`src/pkg/fdcp_defines.svh`:
```
`ifndef FDCP_DEFINES_SVH
`define FDCP_DEFINES_SVH

// ============================================================
// Register slot indices (two index bits).
`define FDCP_IDX_STATUS 2'h0
`define FDCP_IDX_TRACK 2'h1
`define FDCP_IDX_SECTOR 2'h2
`define FDCP_IDX_DATA 2'h3

// ============================================================
// Operation codes held in the upper nibble of a command byte.
`define FDCP_OP_RESTORE 4'h0
`define FDCP_OP_SEEK 4'h1
`define FDCP_OP_STEP_IN 4'h5
`define FDCP_OP_STEP_OUT 4'h7
`define FDCP_OP_READ 4'h8
`define FDCP_OP_WRITE 4'hA
`define FDCP_OP_FORCE 4'hD

// Command flag bit positions.
`define FDCP_CMD_MOTOR_BIT 3
`define FDCP_CMD_PRECOMP_BIT 1

// Status bit positions.
`define FDCP_ST_BUSY_BIT 0
`define FDCP_ST_XREQ_BIT 1
`define FDCP_ST_TRK0_BIT 2
`define FDCP_ST_MOTOR_BIT 7

// Reset values.
`define FDCP_RST_BYTE 8'h00

// ============================================================
// Timing, in Hz, ns, bit/s and cycles of the 50 MHz system clock.
`define FDCP_CLK_HZ 50000000
`define FDCP_CLK_NS 20
`define FDCP_FM_BPS 125000
`define FDCP_MFM_BPS 250000
`define FDCP_FM_CELL_CYC (`FDCP_CLK_HZ / `FDCP_FM_BPS)
`define FDCP_MFM_CELL_CYC (`FDCP_CLK_HZ / `FDCP_MFM_BPS)
`define FDCP_PRECOMP_NS 125
`define FDCP_PRECOMP_CYC (`FDCP_PRECOMP_NS / `FDCP_CLK_NS)
`define FDCP_STEP_PULSE_NS 4000
`define FDCP_STEP_PULSE_CYC \
  ((`FDCP_STEP_PULSE_NS + `FDCP_CLK_NS - 1) / `FDCP_CLK_NS)
`define FDCP_STEP_RATE_CYC 300000
`define FDCP_SPINUP_CYC 60000000
`define FDCP_SECT_BYTES 128

`endif

```
`src/pkg/fdcp_pkg.sv`:
```
// ============================================================
// Shared types of the floppy host and drive port.
package fdcp_pkg;

  // Sequencer states of the port.
  typedef enum logic [2:0] {
    st_idle,
    st_spin,
    st_step,
    st_rx,
    st_tx
  } fdcp_state_t;

endpackage

```
`src/design/fdcp_step_gen.sv`:
```
`timescale 1ns/1ps
`include "fdcp_defines.svh"

// ============================================================
// Head stepper: one pulse per start, then a settle gap.
module fdcp_step_gen import fdcp_pkg::*; #(
  parameter int unsigned STEP_RATE_CYC = `FDCP_STEP_RATE_CYC
) (
  // Clock and reset.
  input wire logic clk,
  input wire logic rst_n,
  input wire logic clr,
  // Request side.
  input wire logic start,
  input wire logic dir_in,
  output logic busy,
  output logic done,
  // Drive side.
  output logic step_pulse,
  output logic head_direction
);

  logic [31:0] cnt_ff; // Cycles since the step began.
  logic busy_ff; // A step and its gap are in progress.
  logic dir_ff; // Latched direction, high means inward.
  logic pulse_ff; // Registered step output.

  wire last_w = busy_ff && (cnt_ff == 32'(STEP_RATE_CYC - 1));

  assign busy = busy_ff;
  assign done = last_w;
  assign step_pulse = pulse_ff;
  assign head_direction = dir_ff;

  // Counter and pulse; the gap keeps the drive's step rate.
  // one pulse per step
  always_ff @(posedge clk or negedge rst_n) begin
    if (!rst_n) begin
      cnt_ff <= 32'h0000_0000;
      busy_ff <= 1'b0;
      pulse_ff <= 1'b0;
    end else if (clr || last_w) begin
      cnt_ff <= 32'h0000_0000;
      busy_ff <= 1'b0;
      pulse_ff <= 1'b0;
    end else if (start && !busy_ff) begin
      busy_ff <= 1'b1;
      pulse_ff <= 1'b1;
    end else if (busy_ff) begin
      cnt_ff <= cnt_ff + 32'h0000_0001;
      pulse_ff <= (cnt_ff < 32'(`FDCP_STEP_PULSE_CYC - 1));
    end
  end

  // Direction is latched on the same edge that starts the pulse and held through it.
  // direction level
  always_ff @(posedge clk or negedge rst_n) begin
    if (!rst_n) begin
      dir_ff <= 1'b0;
    end else if (start && !busy_ff) begin
      dir_ff <= dir_in;
    end
  end
endmodule

```
`src/design/fdcp_port.sv`:
```
`timescale 1ns/1ps
`include "fdcp_defines.svh"

// Function
// - FM 125 kbit/s, MFM 250 kbit/s cells
// - Optional 125 ns early/late write shift; the code shifts by 6 cycles (120 ns)
// - Motor on before operating the drive; a command without the motor bit runs even while the motor is off
// - Transfers only while select is low
// - Read/write line sets transfer direction
// - Index decodes status/command, track, sector, data
// - Eight-line bus direction follows select, read/write
// - Master reset clears state and status
// - One step pulse per head movement
// - Direction high inward, low outward
// - Recover data from raw read pulses
// - Density input low selects MFM
// - Completion interrupt, cleared by status read
// - Transfer request when data full/empty
// - Track count follows each step
module fdcp_port import fdcp_pkg::*; #(
  parameter int unsigned STEP_RATE_CYC = `FDCP_STEP_RATE_CYC,
  parameter int unsigned SPINUP_CYC = `FDCP_SPINUP_CYC
) (
  // Clock and resets.
  input wire logic clk,
  input wire logic rst_n,
  input wire logic master_reset_n,
  // Host register port.
  input wire logic cs_n,
  input wire logic rw,
  input wire logic [1:0] reg_index_bits,
  input wire logic [7:0] host_data_lines_i,
  output logic [7:0] host_data_lines_o,
  output logic host_data_lines_oe,
  output logic command_done_irq,
  output logic byte_transfer_request,
  // Drive side.
  input wire logic raw_read_n,
  input wire logic density_select_n,
  output logic step_pulse,
  output logic head_direction,
  output logic spindle_drive_enable,
  output logic write_pulse
);

  // ============================================================
  // Decoding helpers.
  function automatic logic at_idx(input logic [1:0] idx,
                                  input logic [1:0] want);
    at_idx = (idx == want);
  endfunction

  // ============================================================
  // State.
  fdcp_state_t state_ff, nxt_state;
  logic [7:0] track_ff, sector_ff, data_ff, cmd_ff, shift_ff;
  logic [7:0] dout_ff; // Registered bus output byte.
  logic [7:0] bytes_ff; // Bytes moved in the current transfer.
  logic [15:0] cell_ff; // Position inside the current bit cell.
  logic [2:0] bit_ff; // Bit index inside the byte.
  logic [31:0] spin_ff; // Spin-up wait counter.
  logic desel_q_ff; // Select was high in the previous cycle.
  logic irq_ff, xreq_ff, motor_ff, seen_ff, rdq_ff, prev_bit_ff;
  logic stepped_ff, wpulse_ff;
  logic sg_busy, sg_done;

  // ============================================================
  // Host access decode: one access per falling select edge.
  wire soft_clr = !master_reset_n;
  wire take = !cs_n && desel_q_ff;
  wire wr_take = take && !rw;
  wire rd_take = take && rw;
  wire busy = (state_ff != st_idle);
  wire [3:0] op = host_data_lines_i[7:4];
  wire wr_cmd = wr_take && at_idx(reg_index_bits, `FDCP_IDX_STATUS);
  wire force_cmd = wr_cmd && (op == `FDCP_OP_FORCE);
  wire rd_status = rd_take && at_idx(reg_index_bits, `FDCP_IDX_STATUS);
  wire wr_data = wr_take && at_idx(reg_index_bits, `FDCP_IDX_DATA);
  wire rd_data = rd_take && at_idx(reg_index_bits, `FDCP_IDX_DATA);
  wire [7:0] status_w = {motor_ff, 4'h0, (track_ff == 8'h00),
                         xreq_ff, busy};

  wire [7:0] rd_mux =
    at_idx(reg_index_bits, `FDCP_IDX_STATUS) ? status_w :
    at_idx(reg_index_bits, `FDCP_IDX_TRACK) ? track_ff :
    at_idx(reg_index_bits, `FDCP_IDX_SECTOR) ? sector_ff : data_ff;

  assign host_data_lines_oe = !cs_n && rw;
  assign host_data_lines_o = dout_ff;
  assign command_done_irq = irq_ff;
  assign byte_transfer_request = xreq_ff;
  assign spindle_drive_enable = motor_ff;
  assign write_pulse = wpulse_ff;

  // ============================================================
  // Stepping: target and direction per command.
  wire [3:0] cop = cmd_ff[7:4];
  wire single = (cop == `FDCP_OP_STEP_IN) || (cop == `FDCP_OP_STEP_OUT);
  wire [7:0] target = (cop == `FDCP_OP_RESTORE) ? 8'h00 : data_ff;
  wire need_move = single ? !stepped_ff : (target != track_ff);
  wire step_dir = single ? !cmd_ff[5] : (target > track_ff);
  wire sg_start = (state_ff == st_step) && !sg_busy && need_move;

  fdcp_step_gen #(.STEP_RATE_CYC(STEP_RATE_CYC)) u_step (
    .clk(clk),
    .rst_n(rst_n),
    .clr(soft_clr || force_cmd),
    .start(sg_start),
    .dir_in(step_dir),
    .busy(sg_busy),
    .done(sg_done),
    .step_pulse(step_pulse),
    .head_direction(head_direction)
  );

  // ============================================================
  // Bit cell timing shared by read recovery and write shifting.
  // low level means MFM
  wire [15:0] cell_len = !density_select_n ? 16'(`FDCP_MFM_CELL_CYC) :
                                             16'(`FDCP_FM_CELL_CYC);
  wire [15:0] half = {1'b0, cell_len[15:1]};
  wire [15:0] quart = {2'b00, cell_len[15:2]};
  wire rd_edge = rdq_ff && !raw_read_n;
  wire in_mid = (cell_ff >= quart) && (cell_ff < half + quart);
  wire rx_bnd = (cell_ff == cell_len - 16'h0001) ||
                (rd_edge && !in_mid && (cell_ff >= quart));
  wire streaming = (state_ff == st_rx) || (state_ff == st_tx);
  wire byte_end = streaming && rx_bnd && (bit_ff == 3'h7);
  wire [7:0] rx_byte = {shift_ff[6:0], seen_ff};
  wire last_byte = byte_end && (bytes_ff == 8'(`FDCP_SECT_BYTES - 1));
  wire spun = motor_ff && (spin_ff == 32'(SPINUP_CYC - 1));
  wire step_fin = (state_ff == st_step) && !sg_busy && !need_move;
  wire finish = step_fin || last_byte || (force_cmd && busy);

  wire [15:0] pre = 16'(`FDCP_PRECOMP_CYC);
  wire [15:0] dpos = !cmd_ff[`FDCP_CMD_PRECOMP_BIT] ? half :
                     prev_bit_ff ? half + pre : half - pre;

  // ============================================================
  // Sequencer next state.
  always_comb begin
    nxt_state = state_ff;
    case (state_ff)
      st_idle: begin
        if (wr_cmd && !force_cmd) begin
          if (host_data_lines_i[`FDCP_CMD_MOTOR_BIT] && !motor_ff) begin
            nxt_state = st_spin;
          end else if (op == `FDCP_OP_READ) begin
            nxt_state = st_rx;
          end else if (op == `FDCP_OP_WRITE) begin
            nxt_state = st_tx;
          end else begin
            nxt_state = st_step;
          end
        end
      end
      st_spin: begin
        if (spin_ff == 32'(SPINUP_CYC - 1)) begin
          nxt_state = (cop == `FDCP_OP_READ) ? st_rx :
                      (cop == `FDCP_OP_WRITE) ? st_tx : st_step;
        end
      end
      default: begin
        nxt_state = state_ff;
      end
    endcase
    if (finish) begin
      nxt_state = st_idle;
    end
  end

  // Sequencer, command latch and motor control.
  // master reset
  always_ff @(posedge clk or negedge rst_n) begin
    if (!rst_n) begin
      state_ff <= st_idle;
      cmd_ff <= `FDCP_RST_BYTE;
      motor_ff <= 1'b0;
      spin_ff <= 32'h0000_0000;
    end else if (soft_clr) begin
      state_ff <= st_idle;
      cmd_ff <= `FDCP_RST_BYTE;
      motor_ff <= 1'b0;
      spin_ff <= 32'h0000_0000;
    end else begin
      state_ff <= nxt_state;
      // A busy port refuses every command except force interrupt.
      if (wr_cmd && !busy && !force_cmd) begin
        cmd_ff <= host_data_lines_i;
        motor_ff <= motor_ff || host_data_lines_i[`FDCP_CMD_MOTOR_BIT];
      end
      spin_ff <= (state_ff == st_spin && !spun) ?
                 spin_ff + 32'h0000_0001 : 32'h0000_0000;
    end
  end

  // Host-visible registers.  The set of a flag wins over its clear.
  // register writes
  always_ff @(posedge clk or negedge rst_n) begin
    if (!rst_n) begin
      track_ff <= `FDCP_RST_BYTE;
      sector_ff <= `FDCP_RST_BYTE;
      data_ff <= `FDCP_RST_BYTE;
      dout_ff <= `FDCP_RST_BYTE;
      irq_ff <= 1'b0;
      xreq_ff <= 1'b0;
      stepped_ff <= 1'b0;
      desel_q_ff <= 1'b1;
    end else if (soft_clr) begin
      track_ff <= `FDCP_RST_BYTE;
      sector_ff <= `FDCP_RST_BYTE;
      data_ff <= `FDCP_RST_BYTE;
      dout_ff <= `FDCP_RST_BYTE;
      irq_ff <= 1'b0;
      xreq_ff <= 1'b0;
      stepped_ff <= 1'b0;
      desel_q_ff <= 1'b1;
    end else begin
      desel_q_ff <= cs_n;
      dout_ff <= rd_mux;
      if (wr_take && at_idx(reg_index_bits, `FDCP_IDX_TRACK) && !busy) begin
        track_ff <= host_data_lines_i;
      end else if (sg_done) begin
        track_ff <= head_direction ? track_ff + 8'h01 : track_ff - 8'h01;
      end
      if (wr_take && at_idx(reg_index_bits, `FDCP_IDX_SECTOR) && !busy) begin
        sector_ff <= host_data_lines_i;
      end
      if (byte_end && state_ff == st_rx) begin
        data_ff <= rx_byte;
      end else if (wr_data) begin
        data_ff <= host_data_lines_i;
      end
      stepped_ff <= (state_ff == st_step) && (stepped_ff || sg_done);
      irq_ff <= finish || (irq_ff && !rd_status && !wr_cmd);
      // full on read, empty on write
      xreq_ff <= byte_end || (nxt_state == st_tx && state_ff != st_tx) ||
                 (xreq_ff && !rd_data && !wr_data && !finish);
    end
  end

  // Raw read recovery and serial write shifting on one cell clock.
  // cell window recovery
  always_ff @(posedge clk or negedge rst_n) begin
    if (!rst_n) begin
      cell_ff <= 16'h0000;
      bit_ff <= 3'h0;
      bytes_ff <= 8'h00;
      shift_ff <= 8'h00;
      seen_ff <= 1'b0;
      rdq_ff <= 1'b1;
      prev_bit_ff <= 1'b0;
      wpulse_ff <= 1'b0;
    end else if (soft_clr || !streaming) begin
      cell_ff <= 16'h0000;
      bit_ff <= 3'h0;
      bytes_ff <= 8'h00;
      shift_ff <= data_ff;
      seen_ff <= 1'b0;
      rdq_ff <= 1'b1;
      prev_bit_ff <= 1'b0;
      wpulse_ff <= 1'b0;
    end else begin
      rdq_ff <= raw_read_n;
      cell_ff <= rx_bnd ? 16'h0000 : cell_ff + 16'h0001;
      seen_ff <= rx_bnd ? 1'b0 : (seen_ff || (rd_edge && in_mid));
      // clock pulse then shifted data pulse
      wpulse_ff <= (state_ff == st_tx) && ((cell_ff == 16'h0000) ||
                   (cell_ff == dpos && shift_ff[7]));
      if (rx_bnd) begin
        bit_ff <= bit_ff + 3'h1;
        prev_bit_ff <= shift_ff[7];
        if (state_ff == st_rx) begin
          shift_ff <= rx_byte;
        end else begin
          shift_ff <= byte_end ? data_ff : {shift_ff[6:0], 1'b0};
        end
        if (byte_end) begin
          bytes_ff <= bytes_ff + 8'h01;
        end
      end
    end
  end
endmodule

```
`config.mk`:
```
export PLATFORM = sky130hd
export DESIGN_NAME = fdcp_port
export DESIGN_NICKNAME = d
export VERILOG_FILES = /design/src/pkg/fdcp_pkg.sv /design/src/design/fdcp_step_gen.sv /design/src/design/fdcp_port.sv
export VERILOG_INCLUDE_DIRS = /design/src /design/src/pkg
export SDC_FILE = /design/constraint.sdc
export NUM_CORES = 1
export LEC_CHECK = 0
export BUFFER_PORTS_ARGS = -buffer_cell sky130_fd_sc_hd__buf_2
export CORE_ASPECT_RATIO = 0.5
export CORE_MARGIN = 5
export CORE_UTILIZATION = 40
export CTS_CLUSTER_DIAMETER = 80
export DETAILED_ROUTE_END_ITERATION = 7
export PLACE_DENSITY = 0.6
export SYNTH_ARGS = -nofsm -noshare
export SYNTH_HDL_FRONTEND = slang
export SYNTH_SLANG_ARGS = --single-unit
```
`constraint.sdc`:
```
create_clock -name clk -period 4.4 [get_ports clk]
set_input_delay 0.22 -clock clk [delete_from_list [all_inputs] [get_ports clk]]
set_output_delay 0.22 -clock clk [all_outputs]
set_load 0.01 [all_outputs]
```
---- Word level (Yosys, flattened, before mapping) ----
Cells that the tools add are included.
storage, ports and cells
  logic and storage cells ................. 221
  bits in registers ....................... 154
  output and inout bits ................... 15
operators by class
  mux-type cells .......................... 64
  equal/unequal tests ..................... 28
  order comparisons ....................... 4
  $add $sub $neg .......................... 11
  reduce and logical (&&, ||, !) cells .... 90
operators with widths
  cell                   count
  $mux 8                 23
  $mux 32                5
  $add 32x1->32 const B  2
  $mux 16                4
  $logic_and 1x1->1      43
  $mux 3                 11
  $eq 16x16->1           2
  $eq 32x19->1 const B   1
  $eq 32x26->1 const B   1
  $lt 32x8->1 const B    1
  $eq 4x4->1 const B     5
  $logic_not 1->1        19
  $mux 1                 19
  $add 16x1->16 const B  1
  $add 8x1->8 const B    2
  $ge 16x7->1            1
  $logic_not 16->1       1
  $lt 16x9->1            1
  $logic_or 1x1->1       15
  $sub 9x1->10 const B   1
  $add 8x3->9 const B    1
  $add 8x7->9            1
  $eq 3x3->1 const B     3
  $mux 9                 1
  other kinds (22)       33

---- Logic depth before layout (Yosys ltp) ----
  depth in word-level cells ............... 19
  gate-level depth with buffers ........... 9
  gate-level depth less buffers ........... 9

---- Cells and area by module ----
A second synthesis with hierarchy kept.
unflattened totals
  cells, all modules ...................... 931
  area total of the unflattened synthesis .. 8589.5 sq um
modules (own cells, without submodules)
  module         instances  cells an instance  area an instance (sq um)  seq. area each (sq um)
  fdcp_port      1          726                6681.4                    2905.3
  fdcp_step_gen  1          205                1908.1                    875.8

---- Worst setup path after synthesis ----
No wires, ideal clock.
  path type ............................... register to register
  from .................................... register cmd_ff[7]
  to ...................................... register xreq_ff (netlist: byte_transfer_request)
  stages on the path, launching flop included .. 10
  setup time .............................. 0.120 ns
  arrival ................................. 2.381 ns
  path slack .............................. 1.900 ns
  cell sequence ........................... dfrtp_1 -> nor4_1 -> nor2b_1 -> ha_1 -> nand4_1 -> nor3_1 -> a21oi_1 -> o221ai_1 -> a41oi_2 -> a31o_1
on the way
  word-level cells in the longest chain between the ends .. 14
  elaborated cells on any way between the ends .. 25
  classes of those cells .................. eq/ne (6); mux (8); reduce/logical (11)
RTL lines
  element                        line              RTL
  start: declaration             fdcp_port.sv:56   logic [7:0] track_ff, sector_ff, data_ff, cmd_ff, shift_ff;
  start signal: assignment       fdcp_port.sv:177  cmd_ff <= `FDCP_RST_BYTE;
  start signal: assignment       fdcp_port.sv:182  cmd_ff <= `FDCP_RST_BYTE;
  start signal: assignment       fdcp_port.sv:189  cmd_ff <= host_data_lines_i;
  $logic_not 4->1 (no line)      -
  $mux 8                         fdcp_port.sv:99   wire [7:0] target = (cop == `FDCP_OP_RESTORE) ? 8'h00 : data_ff;
  $ne 8x8->1                     fdcp_port.sv:100  wire need_move = single ? !stepped_ff : (target != track_ff);
  $mux 1                         fdcp_port.sv:100
  $logic_not 1->1                fdcp_port.sv:132  wire step_fin = (state_ff == st_step) && !sg_busy && !need_move;
  $logic_and 1x1->1              fdcp_port.sv:132
  $logic_or 1x1->1 (2 in a row)  fdcp_port.sv:133  wire finish = step_fin || last_byte || (force_cmd && busy);
  $mux 3                         fdcp_port.sv:167  if (finish) begin
  $eq 3x3->1                     fdcp_port.sv:237  xreq_ff <= byte_end || (nxt_state == st_tx && state_ff != st_tx) ||
  $logic_and 1x1->1              fdcp_port.sv:237
  $logic_or 1x1->1               fdcp_port.sv:237
  $logic_or 1x1->1 (*)           fdcp_port.sv:237
  $mux 1 (*)                     fdcp_port.sv:209  end else if (soft_clr) begin
  end signal: assignment         fdcp_port.sv:237
  end: declaration               fdcp_port.sv:63   logic irq_ff, xreq_ff, motor_ff, seen_ff, rdq_ff, prev_bit_ff;
Mark *: on every way between the ends. The rest lies on a longest branch, timed or not.
A chain may end at the register's enable or synchronous reset.

---- Final worst setup path ----
Same ends and word-level chain as after synthesis.

==> reports/summary.md <==
The run finished with clean final reports. The floorplan step defined a die boundary enclosing 24800 um2. For the final database, setup skew stands at 0.0117 ns. The number of iterations in the first detailed-routing pass was 5. The logs give 0.44 ns for the source-to-sink clock delay at the later pin of the worst-skew pair and 3.34 ns for the worst path arrival time.

The share of synthesized flip-flops with an asynchronous set or reset works out to 1.00. The run gives 1.39 ns as the setup slack of the worst register-to-register path. Nature of the critical path startpoint: a register. The design area was 9700 um2; the initial antenna violation count was 0. In this run the critical register-to-register path is captured at byte_transfer_request$_DFF_PN0_.

After detailed routing, the average wire length per cell comes to 16.3 um. The first element of the critical path was cmd_ff[7]$_DFFE_PN0P_. The final-report hold violation count was 0. For this run, design rule violations remaining after detail routing come to 0.

Following the worst setup path forward leads to its endpoint at byte_transfer_request$_DFF_PN0_. The total of max-cap violations is 0. From bottom edge to top edge, the die measures 114 um. The tools report the effective utilization at floorplan as 0.402.

Via count: 6665. The largest net degree at the start of global routing is 84, and the count of endpoints failing setup in the final report is 0. The total power density per cell area is 324 nW/um2. The first global-routing pass estimated 34400 um of wire. The mux cell area share after synthesis came out at 0.0457.

Data on the critical path is required at its endpoint by 4.73 ns. The worst hold path belongs to the class in2reg. Dividing the detail-routed via count by the number of cells gives 5.39.

The depth of the CTS H-tree came out at 4. Maximum root-to-sink buffer count: 2. The run gives 0.170 as the global routing usage summed across all routing layers. The type of element capturing the critical path was a register. The tools report the antenna diode instance count as 0. Summing all placed instances gives a cell area of 9080 um2.

The peak ir drop on the vdd network was 334 uV. For the worst flop-to-flop path, the logic depth is 9. Clock-pin slew was measured on the worst setup and hold paths at 0.07 ns. The most used flip-flop cell after synthesis was dfrtp_1. Fraction of layout instances using a drive strength above 1: 0.104. The clock sink count came out at 151.

In this run the standard cell core region covers 21400 um2. The run gives 38 as the site row count. Number of standard cells after synthesis: 899.

The leakage component of the power is 4.12 nW. A synthesized cell averages 9.60 um2. The count of nets left with antenna violations once routing finished came out at 0. The startpoint identified for the worst register-to-register timing path is cmd_ff[7]$_DFFE_PN0P_.

The final clock period utilization by the worst path was 0.683; the number of distinct library cell variants in the gate-level netlist after synthesis was 72. Static timing analysis puts the maximum clock frequency at 333 MHz. The area growth from synthesis to layout is 12.4%. The final layout contains routed wiring with a total length of 20100 um. Counting flops with a built-in enable in the synthesized netlist gives 0. The utilization after layout came out at 0.452. The Yosys step of the flow raised 0 warnings. The filler cell count is 2041, and the maximum net fanout on the critical path is 8. The clock root buffer master was clkbuf_16.

The final global-route overflow total was 0; the compound-gate portion of the synthesized area was 0.105. Summed over all failing endpoints, the final setup total negative slack is 0 ns. For the share of the yosys chip area belonging to registers, the log shows 0.438. For this run, the post-layout net count is 974. After synthesis, the largest family of logic cells by area is simple AND/OR/NAND/NOR gates. The setup slack of the critical path after layout is 1.39 ns, and the shortest period the worst path allows is 3.01 ns. The floorplan step set the die width to 218 um. For the worst slack at placement, the log shows 1.35 ns. For the pin with the worst max-slew slack, the measured transition is 1.14 ns. Setup repair after global routing left no endpoint under its margin. The run gives 17 as the CTS buffer count.

The headroom to the max-slew limit was 0.234; the worst hold margin was 0.0480 ns. The run gives 563 as the DRC marker count from the first detailed-route iteration. The synthesized netlist occupies a cell area of 8630 um2. Summed over all nets, the half-perimeter wirelength after detailed placement is 13900 um. At the end of routability-driven placement, the weighted congestion stood at 0.876.

The adder and majority cell fraction of the synthesized area is 0.0487. Number of nets in the synthesized netlist: 949. The critical path is of the reg2reg type. The count of input and output buffers was 31; the final count of pins violating max slew was 0. The parity-gate share of the synthesized area counting xor and xnor cells works out to 0.0843. The area share of and/or/nand/nor cells after synthesis came out at 0.245. TritonCTS built the clock tree.

The number of storage elements in the synthesis netlist was 151; the number of global-route vias before repair was 6676. The tools report the I/O pin count as 32.
cells in the mapped netlist, types with 19 or more instances:
cell type	n	share of area
nor2b_1	32	0.023
o211ai_1	19	0.017
nor2_1	121	0.053
ha_1	32	0.046
nand3_1	43	0.025
xor2_1	42	0.043
nand2_1	57	0.025
mux2i_1	27	0.031
xnor2_1	41	0.042
a21oi_1	21	0.012
inv_1	37	0.016
nand4_1	29	0.021
nor3_1	20	0.012
dfrtp_1	149	0.43
clkbuf_1	26	0.011
layout make-up:
cell class	instances	area, um2	area share
tap	300	375	0.0387
timing repair buffer	41	241	0.0249
clock inverter	13	144	0.0148
clock buffer	19	453	0.0467
multi-input combinational	676	4560	0.471
inverter	37	139	0.0143
sequential	151	3780	0.390
critical path, cell delays in order (launching register included):
cell      delay [ns]
dfrtp_1         0.43
nor4_1          0.98
nor2b_1         0.13
ha_1            0.35
nand4_1         0.14
nor3_1          0.20
a21oi_1         0.09
o221ai_1        0.29
a41oi_2         0.09
a31o_1          0.22
metrics by stage:
stage	power, mW	instances
after floorplan	1.58	899
after global placement	1.67	1203
after detailed placement	1.68	1203
after CTS	3.17	1237
after global routing	3.28	1237
final	3.14	1237
cells by family after synthesis:
logic type | count (synthesis)
flip-flops | 151
XOR/XNOR | 83
AO/OA/AOI/OAI | 121
AND/OR/NAND/NOR | 404
multiplexers | 35
buffers and inverters | 72
adder cells (fa/ha/maj) | 33
flip-flops by register name (all words and copies together), names as in the netlist, 3 cells and up:
| name | count |
|---|---|
| sector_ff | 8 |
| host_data_lines_o | 8 |
| spin_ff | 32 |
| data_ff | 8 |
| cell_ff | 16 |
| bytes_ff | 8 |
| shift_ff | 8 |
| track_ff | 8 |
| cmd_ff | 5 |
| u_step.cnt_ff | 32 |
| state_ff | 3 |
| bit_ff | 3 |
routing by layer:
| metal | track usage | up-vias | wire length [um] |
|---|---|---|---|
| li1 | - | 3252 | - |
| met1 | 0.239 | 3293 | 9970 |
| met2 | 0.270 | 99 | 9230 |
| met3 | 0.0286 | 21 | 571 |
| met4 | 0.0551 | 0 | 328 |
| met5 | 0 | - | 0 |
worst min path at each step:
stage               startpoint               endpoint  slack (ns)  cells past startpoint
finish                    cs_n   desel_q_ff$_DFF_PN1_        0.05                      2
global route              cs_n   desel_q_ff$_DFF_PN1_        0.06                      2
CTS                       cs_n   desel_q_ff$_DFF_PN1_        0.03                      2
detailed placement       rst_n  cell_ff[14]$_DFF_PN0_        0.34                      1
global placement         rst_n   cell_ff[0]$_DFF_PN0_        0.34                      1
floorplan                rst_n  bit_ff[0]$_DFFE_PN0P_       -0.08                      0
report_power, final:
part	internal [mW]	switching, mW	total, mW	leakage, nW
Combinational	0.0842	0.148	0.232	1.73
Sequential	1.40	0.0167	1.42	2.10
Clock	0.872	0.622	1.49	0.283
placed cells by master, fill, tap and decap left out, drive strengths merged, types with 7 or more instances in the layout:
| cell | instances |
|---|---|
| nand3 | 43 |
| o211ai | 20 |
| buf | 39 |
| ha | 32 |
| inv | 42 |
| and2 | 14 |
| nor4 | 15 |
| a21oi | 22 |
| or3 | 9 |
| nor2b | 32 |
| nor2 | 121 |
| nor3 | 20 |
| o21ai | 20 |
| nand2 | 57 |
| and4 | 12 |
| o2bb2ai | 9 |
| xnor2 | 41 |
| nand4 | 29 |
| clkbuf | 19 |
| nand2b | 7 |
| and3 | 17 |
| mux2i | 27 |
| xor2 | 42 |
| dfrtp | 149 |
what timing repair did:
| item | 4_1_cts | 5_1_grt |
|---|---|---|
| hold endpoints to repair | 81 | 0 |
| buffers inserted | 0 | 0 |
| resized for setup | 0 | 0 |
| hold buffers | 2 | 0 |
Power figures use the tool's default switching activity.
